**config.mk**
```make
export PLATFORM = sky130hd
export DESIGN_NAME = group_share_config_regs
export DESIGN_NICKNAME = d
export VERILOG_FILES = /design/src/rtl/gsc_pkg.sv /design/src/rtl/ok_timer_if.sv /design/src/rtl/group_share_config_regs.sv /design/src/rtl/ok_delay_timer.sv
export SDC_FILE = /design/constraint.sdc
export NUM_CORES = 1
export LEC_CHECK = 0
export BUFFER_PORTS_ARGS = -buffer_cell sky130_fd_sc_hd__buf_2
export CAP_MARGIN = 25
export CORE_UTILIZATION = 60
export DETAILED_ROUTE_END_ITERATION = 12
export GPL_ROUTABILITY_DRIVEN = 0
export GPL_TIMING_DRIVEN = 0
export PLACE_DENSITY = 0.82
export SLEW_MARGIN = 20
export SYNTH_ARGS = -nofsm -noshare
export SYNTH_HDL_FRONTEND = slang
export SYNTH_SLANG_ARGS = --single-unit
```
**constraint.sdc**
```tcl
create_clock -name clock -period 10 [get_ports clock]
set_input_delay 2 -clock clock [delete_from_list [all_inputs] [get_ports clock]]
set_output_delay 2 -clock clock [all_outputs]
set_load 0.01 [all_outputs]
```
**src/rtl/gsc_pkg.sv**
```systemverilog
// constants, types and helpers for the group sharing configuration registers
package gsc_pkg;
  localparam logic [7:0] CMD_GROUP_BUS_CONFIG = 8'hD3;
  localparam logic [7:0] CMD_OUTPUT_OK_DELAY = 8'hD4;
  localparam logic [7:0] CMD_SHARED_RAMP_GAIN = 8'hD5;
  localparam logic [7:0] CMD_COIL_VALUE = 8'hD6;
  localparam logic [7:0] CMD_FAULT_CAPTURE_MASK = 8'hD7;

  localparam logic [1:0] LEN_BYTE = 2'h1;
  localparam logic [1:0] LEN_WORD = 2'h2;

  // group-bus configuration word layout
  localparam int RAIL_ID_MSB = 12;
  localparam int RAIL_ID_LSB = 8;
  localparam int PHASE_POS_MSB = 14;
  localparam int PHASE_POS_LSB = 13;
  localparam int PHASE_POS_RSV = 15;
  localparam int PHASES_MSB = 3;
  localparam int PHASES_LSB = 0;
  localparam int GBC_RSV_MSB = 7;
  localparam int GBC_RSV_LSB = 4;
  localparam logic [15:0] GBC_WR_MASK = 16'hFF0F;

  // fault capture mask bit positions
  localparam int FLT_GROUP_RAIL = 13;
  localparam int FLT_PHASE = 12;
  localparam int FLT_PROCESSOR = 11;
  localparam int FLT_CHECKSUM = 10;
  localparam int FLT_AUX_UV = 9;
  localparam int FLT_AUX_OV = 8;
  localparam int FLT_IOUT_UC = 7;
  localparam int FLT_IOUT_OC = 6;
  localparam int FLT_VIN_UV = 5;
  localparam int FLT_VIN_OV = 4;
  localparam int FLT_UNDER_TEMP = 3;
  localparam int FLT_OVER_TEMP = 2;
  localparam int FLT_VOUT_UV = 1;
  localparam int FLT_VOUT_OV = 0;
  localparam int FLT_COUNT = 14;
  localparam logic [15:0] MASK_WR_MASK = 16'h3FFF;

  // reset values
  localparam logic [15:0] GBC_RST = 16'h0000;
  localparam logic [15:0] DELAY_RST = 16'h0000;
  localparam logic [7:0] GAIN_RST = 8'h00;
  localparam logic [15:0] COIL_RST = 16'h0000;
  localparam logic [15:0] MASK_RST = 16'h0000;

  // limits in whole units
  localparam logic [15:0] OK_DELAY_MAX_MS = 16'h1388;
  localparam logic [15:0] COIL_MAX_UH = 16'h0064;

  // linear data format: 5-bit signed exponent over 11-bit signed mantissa
  localparam int LIN_EXP_MSB = 15;
  localparam int LIN_EXP_LSB = 11;
  localparam int LIN_MANT_MSB = 10;

  // timing
  localparam int CLK_PERIOD_NS = 100;
  localparam int MS_NS = 1000000;
  localparam int CYCLES_PER_MS_DEF = (MS_NS + CLK_PERIOD_NS - 1) / CLK_PERIOD_NS;

  typedef enum logic [2:0] {
    ST_OFF = 3'b001,
    ST_RAMP = 3'b010,
    ST_RUN = 3'b100
  } rail_state_t;

  // linear value to nearest whole unit, negatives to zero, saturating
  function automatic logic [15:0] lin_round(input logic [15:0] w);
    logic [4:0] sh;
    logic [31:0] mag;
    sh = 5'h00;
    mag = 32'h0;
    if (w[LIN_MANT_MSB]) begin
      mag = 32'h0;
    end else if (!w[LIN_EXP_MSB]) begin
      sh = w[LIN_EXP_MSB:LIN_EXP_LSB];
      mag = {21'h0, w[LIN_MANT_MSB:0]} << sh;
    end else begin
      sh = 5'(~w[LIN_EXP_MSB:LIN_EXP_LSB] + 5'h01);
      mag = ({21'h0, w[LIN_MANT_MSB:0]} + (32'h1 << (sh - 5'h01))) >> sh;
    end
    return (mag > 32'h0000FFFF) ? 16'hFFFF : mag[15:0];
  endfunction
endpackage

```
**src/rtl/ok_timer_if.sv**
```systemverilog
// carrier between the rail sequencer and the output-good delay timer
`timescale 1ns/1ps
interface ok_timer_if;
  logic [15:0] delay_ms;
  logic arm;
  logic done;
  modport ctrl (output delay_ms, output arm, input done);
  modport tmr (input delay_ms, input arm, output done);
endinterface

```
**src/rtl/group_share_config_regs.sv**
```systemverilog
// group sharing configuration registers with output-good sequencing
// Contract
// - hold five-bit rail group identity, bits 12:8
// - phase position from bits 14:13, values 0-3
// - phase count from bits 3:0: odd field plus one, even field gives one
// - wait programmed delay before asserting output-good
// - output-good delay from 0 to 5000 ms
// - round written delay to nearest millisecond
// - store eight-bit ramp gain for sharing rails
// - sharing selects share ramp, disables high bandwidth
// - after output-good, restore high-bandwidth loop
// - sharing rails never do soft turn-off
// - accept coil value 0-100 microhenry
// - mask bit one blocks snapshot, zero allows
// - mask bits 13-8: group..aux overvoltage faults
// - mask bits 7-4: current and input faults
// - mask bits 3-0: temperature and output voltage
`timescale 1ns/1ps
module group_share_config_regs #(
  parameter int CYCLES_PER_MS = gsc_pkg::CYCLES_PER_MS_DEF
) (
  input wire logic clock,
  input wire logic rst_b,
  input wire logic wr_valid,
  input wire logic [7:0] wr_cmd,
  input wire logic [1:0] wr_len,
  input wire logic wr_pec_ok,
  input wire logic [15:0] wr_data,
  input wire logic rd_req,
  input wire logic [7:0] rd_cmd,
  output logic [15:0] rd_data,
  output logic [1:0] rd_len,
  output logic rd_ack,
  output logic cmd_reject,
  input wire logic vout_above_thr,
  input wire logic rail_on,
  input wire logic [gsc_pkg::FLT_COUNT-1:0] fault_event,
  output logic output_ok_pin,
  output logic [4:0] rail_group_id,
  output logic [1:0] phase_position,
  output logic [3:0] phase_count,
  output logic sharing_mode,
  output logic share_ramp_sel,
  output logic high_bw_loop_en,
  output logic soft_off_allow,
  output logic [7:0] ramp_gain,
  output logic [15:0] coil_uh,
  output logic snapshot_req,
  output logic [gsc_pkg::FLT_COUNT-1:0] snapshot_src
);
  import gsc_pkg::*;

  logic [15:0] gbc_q;
  logic [15:0] delay_raw_q;
  logic [15:0] delay_ms_q;
  logic [7:0] gain_q;
  logic [15:0] coil_raw_q;
  logic [15:0] coil_uh_q;
  logic [15:0] mask_q;
  logic [15:0] rd_data_q;
  logic [1:0] rd_len_q;
  logic rd_ack_q;
  logic cmd_reject_q;
  logic thr_m_q;
  logic thr_s_q;
  logic ok_q;
  logic [3:0] phase_count_q;
  logic sharing_q;
  logic share_ramp_q;
  logic high_bw_q;
  logic soft_off_q;
  logic snap_req_q;
  logic [FLT_COUNT-1:0] snap_src_q;
  rail_state_t st_q;
  rail_state_t st_d;

  ok_timer_if okt ();

  // write decode
  wire w_gbc = (wr_cmd == CMD_GROUP_BUS_CONFIG);
  wire w_delay = (wr_cmd == CMD_OUTPUT_OK_DELAY);
  wire w_gain = (wr_cmd == CMD_SHARED_RAMP_GAIN);
  wire w_coil = (wr_cmd == CMD_COIL_VALUE);
  wire w_mask = (wr_cmd == CMD_FAULT_CAPTURE_MASK);
  wire w_hit = w_gbc | w_delay | w_gain | w_coil | w_mask;
  wire w_len_ok = w_gain ? (wr_len == LEN_BYTE) : (wr_len == LEN_WORD);
  wire [15:0] wr_rounded = lin_round(wr_data);
  wire delay_ok = (wr_rounded <= OK_DELAY_MAX_MS);
  wire coil_ok = (wr_rounded <= COIL_MAX_UH);
  wire pos_ok = !wr_data[PHASE_POS_RSV];
  wire data_ok = (w_gbc & pos_ok) | (w_delay & delay_ok) | w_gain | (w_coil & coil_ok) | w_mask;
  wire accept = wr_valid & wr_pec_ok & w_hit & w_len_ok & data_ok;

  // read decode
  wire r_gbc = (rd_cmd == CMD_GROUP_BUS_CONFIG);
  wire r_delay = (rd_cmd == CMD_OUTPUT_OK_DELAY);
  wire r_gain = (rd_cmd == CMD_SHARED_RAMP_GAIN);
  wire r_coil = (rd_cmd == CMD_COIL_VALUE);
  wire r_mask = (rd_cmd == CMD_FAULT_CAPTURE_MASK);
  wire r_hit = r_gbc | r_delay | r_gain | r_coil | r_mask;
  wire [15:0] rd_word = r_gbc ? gbc_q :
                        r_delay ? delay_raw_q :
                        r_gain ? {8'h00, gain_q} :
                        r_coil ? coil_raw_q :
                        r_mask ? mask_q : 16'h0000;

  // phases field must be odd to name a sharing rail
  wire [3:0] phases_f = gbc_q[PHASES_MSB:PHASES_LSB];
  wire sharing = phases_f[0];
  wire [3:0] phases_dec = sharing ? (phases_f + 4'h1) : 4'h1;

  always_ff @(posedge clock) begin
    if (!rst_b) begin
      gbc_q <= GBC_RST;
      delay_raw_q <= DELAY_RST;
      delay_ms_q <= DELAY_RST;
      gain_q <= GAIN_RST;
      coil_raw_q <= COIL_RST;
      coil_uh_q <= COIL_RST;
      mask_q <= MASK_RST;
    end else if (accept) begin
      if (w_gbc) begin
        gbc_q <= wr_data & GBC_WR_MASK;
      end
      if (w_delay) begin
        delay_raw_q <= wr_data;
        delay_ms_q <= wr_rounded;
      end
      if (w_gain) begin
        gain_q <= wr_data[7:0];
      end
      if (w_coil) begin
        coil_raw_q <= wr_data;
        coil_uh_q <= wr_rounded;
      end
      if (w_mask) begin
        mask_q <= wr_data & MASK_WR_MASK;
      end
    end
  end

  always_ff @(posedge clock) begin
    if (!rst_b) begin
      rd_data_q <= 16'h0000;
      rd_len_q <= 2'h0;
      rd_ack_q <= 1'b0;
      cmd_reject_q <= 1'b0;
    end else begin
      rd_data_q <= rd_req ? rd_word : rd_data_q;
      rd_len_q <= rd_req ? (r_gain ? LEN_BYTE : LEN_WORD) : rd_len_q;
      rd_ack_q <= rd_req & r_hit;
      cmd_reject_q <= wr_valid & w_hit & !accept;
    end
  end

  // comparator output is analog-side, so it is synchronised
  always_ff @(posedge clock) begin
    if (!rst_b) begin
      thr_m_q <= 1'b0;
      thr_s_q <= 1'b0;
    end else begin
      thr_m_q <= vout_above_thr;
      thr_s_q <= thr_m_q;
    end
  end

  // rail sequencing: ramp until output-good, then normal run
  assign okt.arm = thr_s_q & rail_on;
  assign okt.delay_ms = delay_ms_q;

  always_comb begin
    st_d = st_q;
    case (st_q)
      ST_OFF: begin
        if (rail_on) begin
          st_d = ST_RAMP;
        end
      end
      ST_RAMP: begin
        if (!rail_on) begin
          st_d = ST_OFF;
        end else if (okt.done) begin
          st_d = ST_RUN;
        end
      end
      ST_RUN: begin
        if (!rail_on) begin
          st_d = ST_OFF;
        end else if (!thr_s_q) begin
          st_d = ST_RAMP;
        end
      end
      default: begin
        st_d = ST_OFF;
      end
    endcase
  end

  ok_delay_timer #(
    .CYCLES_PER_MS(CYCLES_PER_MS)
  ) u_timer (
    .clock(clock),
    .rst_b(rst_b),
    .t(okt.tmr)
  );

  always_ff @(posedge clock) begin
    if (!rst_b) begin
      st_q <= ST_OFF;
      ok_q <= 1'b0;
      phase_count_q <= 4'h1;
      sharing_q <= 1'b0;
      share_ramp_q <= 1'b0;
      high_bw_q <= 1'b1;
      soft_off_q <= 1'b1;
    end else begin
      st_q <= st_d;
      ok_q <= (st_d == ST_RUN);
      phase_count_q <= phases_dec;
      sharing_q <= sharing;
      share_ramp_q <= sharing & (st_d != ST_RUN);
      high_bw_q <= !sharing | (st_d == ST_RUN);
      soft_off_q <= !sharing;
    end
  end

  // snapshot trigger gating, one lane per fault
  wire [FLT_COUNT-1:0] snap_hit;
  genvar gi;
  generate
    for (gi = 0; gi < FLT_COUNT; gi++) begin : g_snap
      assign snap_hit[gi] = fault_event[gi] & !mask_q[gi];
    end
  endgenerate

  always_ff @(posedge clock) begin
    if (!rst_b) begin
      snap_req_q <= 1'b0;
      snap_src_q <= '0;
    end else begin
      snap_req_q <= |snap_hit;
      snap_src_q <= snap_hit;
    end
  end

  assign rd_data = rd_data_q;
  assign rd_len = rd_len_q;
  assign rd_ack = rd_ack_q;
  assign cmd_reject = cmd_reject_q;
  assign output_ok_pin = ok_q;
  assign rail_group_id = gbc_q[RAIL_ID_MSB:RAIL_ID_LSB];
  assign phase_position = gbc_q[PHASE_POS_MSB:PHASE_POS_LSB];
  assign phase_count = phase_count_q;
  assign sharing_mode = sharing_q;
  assign share_ramp_sel = share_ramp_q;
  assign high_bw_loop_en = high_bw_q;
  assign soft_off_allow = soft_off_q;
  assign ramp_gain = gain_q;
  assign coil_uh = coil_uh_q;
  assign snapshot_req = snap_req_q;
  assign snapshot_src = snap_src_q;
endmodule

```
**src/rtl/ok_delay_timer.sv**
```systemverilog
// millisecond delay timer for the output-good indication
`timescale 1ns/1ps
module ok_delay_timer #(
  parameter int CYCLES_PER_MS = gsc_pkg::CYCLES_PER_MS_DEF
) (
  input wire logic clock,
  input wire logic rst_b,
  ok_timer_if.tmr t
);
  import gsc_pkg::*;

  logic [31:0] pre_q;
  logic [15:0] ms_q;
  logic done_q;
  wire ms_tick = (pre_q == 32'(CYCLES_PER_MS - 1));
  wire reached = (ms_q >= t.delay_ms);

  // dropping arm restarts the whole delay
  always_ff @(posedge clock) begin
    if (!rst_b || !t.arm) begin
      pre_q <= 32'h0;
      ms_q <= 16'h0000;
      done_q <= 1'b0;
    end else if (reached) begin
      done_q <= 1'b1;
    end else if (ms_tick) begin
      pre_q <= 32'h0;
      ms_q <= ms_q + 16'h0001;
    end else begin
      pre_q <= pre_q + 32'h1;
    end
  end

  assign t.done = done_q;
endmodule

```
# == After elaboration in Yosys (flattened, before gate mapping) ==
# Cells that the tools add are included.
# totals
reg_bits,196
input_bits,55
out_inout_bits,75
wordCells,142
# op_classes
add_sub_neg,6
n_lt_le_gt_ge,4
eq_ne,18
shifts,3
muxes,17
bitwise,41
reduce_logical,28
# op_table
op,count
$mux 32,3
$eq 8x8->1 const B,10
$mux 16,5
$add 11x32->32,1
$add 32x1->32 const B,1
$eq 32x14->1 const B,1
$gt 32x16->1 const B,1
$shl 1x5->32 const A,1
$shl 11x5->32,1
$shr 32x5->32,1
$and 1x1->1,26
$logic_not 1->1,19
$add 16x1->16 const B,1
$ge 16x16->1,1
$le 16x13->1 const B,1
$le 16x7->1 const B,1
$mux 3,5
$mux 14,1
$reduce_and 2->1,7
$reduce_or 14->1,1
$or 1x1->1,13
$pmux 3 s3,1
$eq 3x3->1 const B,2
$add 5x1->5 const B,1
other kinds (12),12

# == Logic depth before layout (Yosys ltp) ==
# depth
depth_word,19
ltp_mapped,28
mapped_depth_nobuf,21

# == Modules after synthesis ==
# Synthesis repeated with hierarchy kept, for this count alone.
# hier_totals
hier_cells,1570
area_unflattened_um2,12851.1
# by_module_without_submodules
mod,n_inst,cells_per_inst,area_each_um2,seq_area_each_um2
group_share_config_regs,1,1182,9788.1,2942.8
ok_delay_timer,1,388,3062.9,980.9

# == Least setup slack after synthesis ==
# Ideal clock, no wire load.
# synth_timing
path_kind,input -> register
from,input port wr_data[11]
to,register delay_ms_q[10]
setup_ns,0.136
arrival_ns,8.041
t_required_ns,9.864
path_slack_ns,1.823
path_stages,27
path_buffers,6
cell_sequence,buf_2 -> buf_6 -> inv_1 -> clkbuf_1 -> ha_1 -> clkbuf_1 -> mux2_2 -> o22a_1 -> and3_1 -> clkbuf_1 -> nor3_1 -> and2_1 -> ha_1 -> inv_1 -> fa_1 -> nand2b_1 -> a21bo_2 -> a2111oi_0 -> o21ai_0 -> a21oi_1 -> o21ai_0 -> a211oi_1 -> nor4_4 -> o41a_4 -> buf_6 -> nor3_1 -> a211oi_2
# synth_via
elab_chain_cells,18
word_cells_on_any_way,21
classes_between,add/sub: 3; order compare: 3; shift: 3; mux: 3; bitwise: 8; reduce/logical: 1
# synth_rtl
element,line,source
from (decl),group_share_config_regs.sv:28,"input wire logic [15:0] wr_data,"
$not 5->5,gsc_pkg.sv:81,sh = 5'(~w[LIN_EXP_MSB:LIN_EXP_LSB] + 5'h01);
$add 5x1->5,gsc_pkg.sv:81,
$sub 5x1->5,gsc_pkg.sv:82,"mag = ({21'h0, w[LIN_MANT_MSB:0]} + (32'h1 << (sh - 5'h01))) >> sh;"
$shl 1x5->32,gsc_pkg.sv:82,
$add 11x32->32,gsc_pkg.sv:82,
$shr 32x5->32,gsc_pkg.sv:82,
$mux 32 (*),gsc_pkg.sv:77,end else if (!w[LIN_EXP_MSB]) begin
$mux 32 (*),gsc_pkg.sv:75,if (w[LIN_MANT_MSB]) begin
$gt 32x16->1,gsc_pkg.sv:84,return (mag > 32'h0000FFFF) ? 16'hFFFF : mag[15:0];
$mux 16 (*),gsc_pkg.sv:84,
$le 16x13->1,group_share_config_regs.sv:88,wire delay_ok = (wr_rounded <= OK_DELAY_MAX_MS);
$and 1x1->1,group_share_config_regs.sv:91,wire data_ok = (w_gbc & pos_ok) | (w_delay & delay_ok) | w_gain | (w_coil & coil_ok) | w_mask;
$or 1x1->1 (4 in series),group_share_config_regs.sv:91,
$and 1x1->1,group_share_config_regs.sv:92,wire accept = wr_valid & wr_pec_ok & w_hit & w_len_ok & data_ok;
$reduce_and 2->1 (no source line),--,
to (signal assigned),group_share_config_regs.sv:127,delay_ms_q <= wr_rounded;
to (decl),group_share_config_regs.sv:55,logic [15:0] delay_ms_q;
# Mark *: on every way between the ends. The rest lies on a longest branch, timed or not.
# A chain may end at the register's enable or synchronous reset.

# == Final worst setup path ==
# layout_timing
from,input port wr_data[11]
to,register delay_raw_q[12]
# layout_via
elab_chain_cells,18
word_cells_on_any_way,21
classes_between,add/sub: 3; order compare: 3; shift: 3; mux: 3; bitwise: 8; reduce/logical: 1
# layout_rtl
element,line,source
$not 5->5,gsc_pkg.sv:81,
$add 5x1->5,gsc_pkg.sv:81,
$sub 5x1->5,gsc_pkg.sv:82,
$shl 1x5->32,gsc_pkg.sv:82,
$add 11x32->32,gsc_pkg.sv:82,
$shr 32x5->32,gsc_pkg.sv:82,
$mux 32 (*),gsc_pkg.sv:77,
$mux 32 (*),gsc_pkg.sv:75,
$gt 32x16->1,gsc_pkg.sv:84,
$mux 16 (*),gsc_pkg.sv:84,
$le 16x13->1,group_share_config_regs.sv:88,
$and 1x1->1,group_share_config_regs.sv:91,
$or 1x1->1 (2 in series),group_share_config_regs.sv:91,
$or 1x1->1 (*) (2 in series),group_share_config_regs.sv:91,
$and 1x1->1 (*),group_share_config_regs.sv:92,
$reduce_and 2->1 (no source line) (*),--,
to (signal assigned),group_share_config_regs.sv:126,delay_raw_q <= wr_data;
to (decl),group_share_config_regs.sv:54,logic [15:0] delay_raw_q;
# Marks and branches as above.

==> qor_table.md <==
| Item | Reported | Unit |
|---|---|---|
| Placeable core region | 0.0204 | mm2 |
| Static power due to leakage | 5.18 | nW |
| Router iterations before antenna repair | 9 | - |
| Count of state elements after synthesis | 196 | - |
| Count of port buffers added during placement | 128 | - |
| # DRC | 0 | - |
| Sequential share of the synthesized area | 31.3 | % |
| Cts hold-fix bufs | 0 | - |
| Syn Area/Cell | 8.16 | um2 |
| WS Path Type | input port to flop | - |
| Deepest clock path buffer count | 2 | - |
| CTS tree | done | - |
| Clock transition time at the flip-flop clock pins of the worst setup and hold paths | 0.07 | ns |
| Share of layout cells above drive strength 1 | 14.4 | % |
| Hold Path Class | flop to flop | - |
| Clock share of power | 40.2 | % |
| Net Sw Power | 500 | uW |
| Switching share of power | 27.7 | % |
| Number of unique standard cell types used by synthesis | 95 | - |
| Cell types occupying the most area after synthesis | sky130_fd_sc_hd__dfxtp_1, sky130_fd_sc_hd__mux2i_1, sky130_fd_sc_hd__nor2_1, sky130_fd_sc_hd__ha_1, sky130_fd_sc_hd__a21oi_1 | - |
| Proportion of netlist area held by the largest area contributor | 31.3 | % |
| Vias in the first global route | 12300 | - |
| Number of failing setup endpoints in the final timing report | 0 | - |
| Crit path max fanout | 12 | - |
| Primary FF master, synth | sky130_fd_sc_hd__dfxtp_1 | - |
| Arrival @ worst endpoint | 9.67 | ns |
| Number of flops mapped to enable cells by yosys | 0 | - |
| Final Net Count | 1772 | - |
| Result of the run | completed | - |
| H-tree depth reported by CTS | 4 | - |
| Die Ht | 146 | um |
| Dominant cell type by area after synthesis | sky130_fd_sc_hd__dfxtp_1 | - |
| Routed via count | 13300 | - |
| Sequential share of power | 43.7 | % |
| Pins over their slew limit | 0 | - |
| CTS root buffer | sky130_fd_sc_hd__clkbuf_16 | - |
| Endpoints failing hold | 0 | - |
| Most numerous cell types in the synthesized netlist | sky130_fd_sc_hd__dfxtp_1, sky130_fd_sc_hd__nor2_1, sky130_fd_sc_hd__a21oi_1, sky130_fd_sc_hd__nand2_1, sky130_fd_sc_hd__mux2i_1 | - |
| Period Utilization, post-route | 93.1 | % |
| Headroom to the max-slew limit | 28.0 | % |
| Starting density of the core | 61.5 | % |
| GRT Resource Usage Total | 37.3 | % |
| Required time at the worst-slack endpoint | 10.36 | ns |
| Share of synthesized registers carrying an async set or reset | 0 | % |
| Average wire per standard cell | 20.7 | um |
| Std cell rows | 52 | - |
| Total detailed-routing wirelength | 40600 | um |
| Synth Instances | 1534 | - |
| Summed negative setup slack over all endpoints | 0 | ns |
| Max-capacitance violation count | 0 | - |
| Setup repair after global routing missed its margin | no | - |
| Layout overhead on the synthesized area | 12.9 | % |
| Final Critical Period | 9.31 | ns |
| Post-CTS setup buffers | 0 | - |
| Residual overflow from global routing | 0 | - |
| Number of sinks handled by clock tree synthesis | 196 | - |
| Fraction of the core area covered by cells at the end of the flow | 69.4 | % |
| Category of the worst setup path launch point | input port | - |
| Slew at the pin closest to its max-slew limit | 1.08 | ns |
| Die outline area | 0.0214 | mm2 |
| Final worst clock skew | 0.0120 | ns |
| Detail Route Antenna Nets | 0 | - |
| Internal power | 1.31 | mW |
| Resized Gates After CTS | 0 | - |
| Kind of end point of the critical path | flop | - |
| Count of synthesis-stage warnings from yosys | 0 | - |
| Clock insertion delay at the later pin of the skew report | 0.44 | ns |
| Post-synthesis net count | 1625 | - |
| Most frequent cell after synthesis | sky130_fd_sc_hd__dfxtp_1 | - |
| HPWL Detailed | 29500 | um |
| Iteration-0 DRC count of the detailed router | 1667 | - |
| Peak Freq | 0.107 | GHz |
| Netlist area before placement | 0.0125 | mm2 |
| Maximum number of pins on one net before global-route repair | 17 | - |
| Via count normalized by instance count | 6.77 | - |
| First-pass GRT wire length | 63900 | um |
| I/O pin total | 130 | - |
| Antenna Diode Count | 0 | - |
| Portion of total power attributed to combinational logic | 16.2 | % |
| Horizontal extent of the die | 146 | um |
| Power per Cell Area | 128 | mW/mm2 |
| CTS Buf Count | 17 | - |
| Initial antenna violation count | 1 | - |
| Peak supply drop | 0.119 | mV |
==> critical path: stages <==
cell and delay [ns]:
sky130_fd_sc_hd__buf_2 0.11, sky130_fd_sc_hd__buf_2 0.16, sky130_fd_sc_hd__buf_6 0.16, sky130_fd_sc_hd__inv_1 0.29
sky130_fd_sc_hd__clkbuf_2 0.40, sky130_fd_sc_hd__ha_1 0.31, sky130_fd_sc_hd__clkbuf_1 0.29, sky130_fd_sc_hd__mux2_2 0.40
sky130_fd_sc_hd__o22a_1 0.25, sky130_fd_sc_hd__and3_1 0.24, sky130_fd_sc_hd__clkbuf_1 0.25, sky130_fd_sc_hd__nor3_1 0.29
sky130_fd_sc_hd__and2_1 0.24, sky130_fd_sc_hd__ha_1 0.22, sky130_fd_sc_hd__inv_1 0.06, sky130_fd_sc_hd__fa_1 0.38
sky130_fd_sc_hd__nand2b_1 0.19, sky130_fd_sc_hd__a21bo_2 0.26, sky130_fd_sc_hd__a2111oi_0 0.55, sky130_fd_sc_hd__o21ai_0 0.40
sky130_fd_sc_hd__a221oi_1 0.42, sky130_fd_sc_hd__o21ai_0 0.17, sky130_fd_sc_hd__a21o_1 0.28, sky130_fd_sc_hd__or2_2 0.36
sky130_fd_sc_hd__o41ai_4 0.39, sky130_fd_sc_hd__buf_2 0.31, sky130_fd_sc_hd__nand3_1 0.11, sky130_fd_sc_hd__a21oi_1 0.17
==> registers in the layout, indices dropped and copies added (netlist names), 2 cells and up <==
name           cells
coil_raw_q        16
coil_uh           16
delay_ms_q        16
delay_raw_q       16
gbc_q             12
mask_q            14
phase_count        4
ramp_gain          8
rd_data           16
rd_len             2
snapshot_src      14
st_q               3
u_timer.ms_q      16
u_timer.pre_q     32
==> per-layer routing <==
layer	up-vias	GRT usage (%)	share of wire (%)
met3	201	10.3	12
li1	6004	-	-
met4	0	18.2	4.9
met5	-	0	0
met1	6163	47.3	39
met2	916	58.3	44
==> cell type report <==
class                   instances  area (um2)
well taps                     270         338
repair buffers                128         641
multi-input cells            1168        7880
inverters                      55         206
clock inverters                11         178
clock buffers                  19         443
plain buffers                 115         520
flip-flops and latches        196        3920
fillers                      1645        6240
==> cells in the final DEF, fill, tap and decap left out, types with 9 or more instances in the layout <==
cell type,n
sky130_fd_sc_hd__nor4_1,16
sky130_fd_sc_hd__o2111ai_1,17
sky130_fd_sc_hd__xor2_1,12
sky130_fd_sc_hd__or3_1,19
sky130_fd_sc_hd__ha_1,35
sky130_fd_sc_hd__a21o_1,12
sky130_fd_sc_hd__o21ai_0,57
sky130_fd_sc_hd__buf_4,13
sky130_fd_sc_hd__xnor2_1,36
sky130_fd_sc_hd__nand2b_1,19
sky130_fd_sc_hd__and3_1,25
sky130_fd_sc_hd__clkbuf_1,77
sky130_fd_sc_hd__nor2_1,176
sky130_fd_sc_hd__a2111oi_0,36
sky130_fd_sc_hd__buf_1,9
sky130_fd_sc_hd__o21ai_1,24
sky130_fd_sc_hd__nor2b_1,14
sky130_fd_sc_hd__clkbuf_16,17
sky130_fd_sc_hd__a31oi_1,17
sky130_fd_sc_hd__nand3_1,58
sky130_fd_sc_hd__a21oi_1,86
sky130_fd_sc_hd__and2_1,24
sky130_fd_sc_hd__a211oi_1,18
sky130_fd_sc_hd__o21a_1,15
sky130_fd_sc_hd__inv_1,50
sky130_fd_sc_hd__nor3_1,56
sky130_fd_sc_hd__buf_2,141
sky130_fd_sc_hd__o211ai_1,16
sky130_fd_sc_hd__or2_2,10
sky130_fd_sc_hd__o22ai_1,10
sky130_fd_sc_hd__dfxtp_1,196
sky130_fd_sc_hd__a221oi_1,12
sky130_fd_sc_hd__mux2i_1,81
sky130_fd_sc_hd__nand4_1,22
sky130_fd_sc_hd__nand2_1,86
sky130_fd_sc_hd__mux4_2,10
==> through the flow <==
step	setup slack (ns)	cell area (um2)	instances	hold WS, ns	power (mW)
after floorplan	1.82	12500	1534	0.396	0.993
after global placement	0.260	13500	1932	0.413	1.08
after global routing	0.214	14100	1962	0.443	1.86
after detailed placement	0.169	13500	1932	0.423	1.08
final	0.687	14100	1962	0.437	1.81
after CTS	0.576	14100	1962	0.439	1.79
==> final timing paths <==
path | from | end | slack (ns) | cells after the start
max reg2reg | u_timer.ms_q[0]$_SDFFE_PP0P_ | u_timer.pre_q[22]$_SDFFE_PP0N_ | 6.40 | 14
min reg2reg | thr_m_q$_SDFF_PN0_ | thr_s_q$_SDFF_PN0_ | 0.44 | 1
max | wr_data[11] | delay_raw_q[12]$_SDFFE_PN0P_ | 0.69 | 28
min | thr_m_q$_SDFF_PN0_ | thr_s_q$_SDFF_PN0_ | 0.44 | 1
==> kinds of logic (layout without fill, tap and decap cells) <==
kind of cell,count (synthesis),in the layout,share of synthesized area [%]
multiplexers,99,99,9.00
XOR/XNOR,49,49,3.49
buffers and inverters,170,328,5.80
adder cells (fa/ha/maj),36,36,3.66
AND/OR/NAND/NOR,569,569,23.0
AO/OA/AOI/OAI,415,415,23.7
flip-flops,196,196,31.3
==> power groups by stage <==
| stage | combinational, mW | clock [mW] | sequential, mW |
|---|---|---|---|
| finish | 0.292 | 0.726 | 0.790 |
| global route | 0.308 | 0.761 | 0.790 |
| CTS | 0.277 | 0.726 | 0.790 |
| detailed placement | 0.275 | 0 | 0.807 |
| global placement | 0.272 | 0 | 0.807 |
| floorplan | 0.184 | 0 | 0.810 |
(Power assumes the default switching activity.)
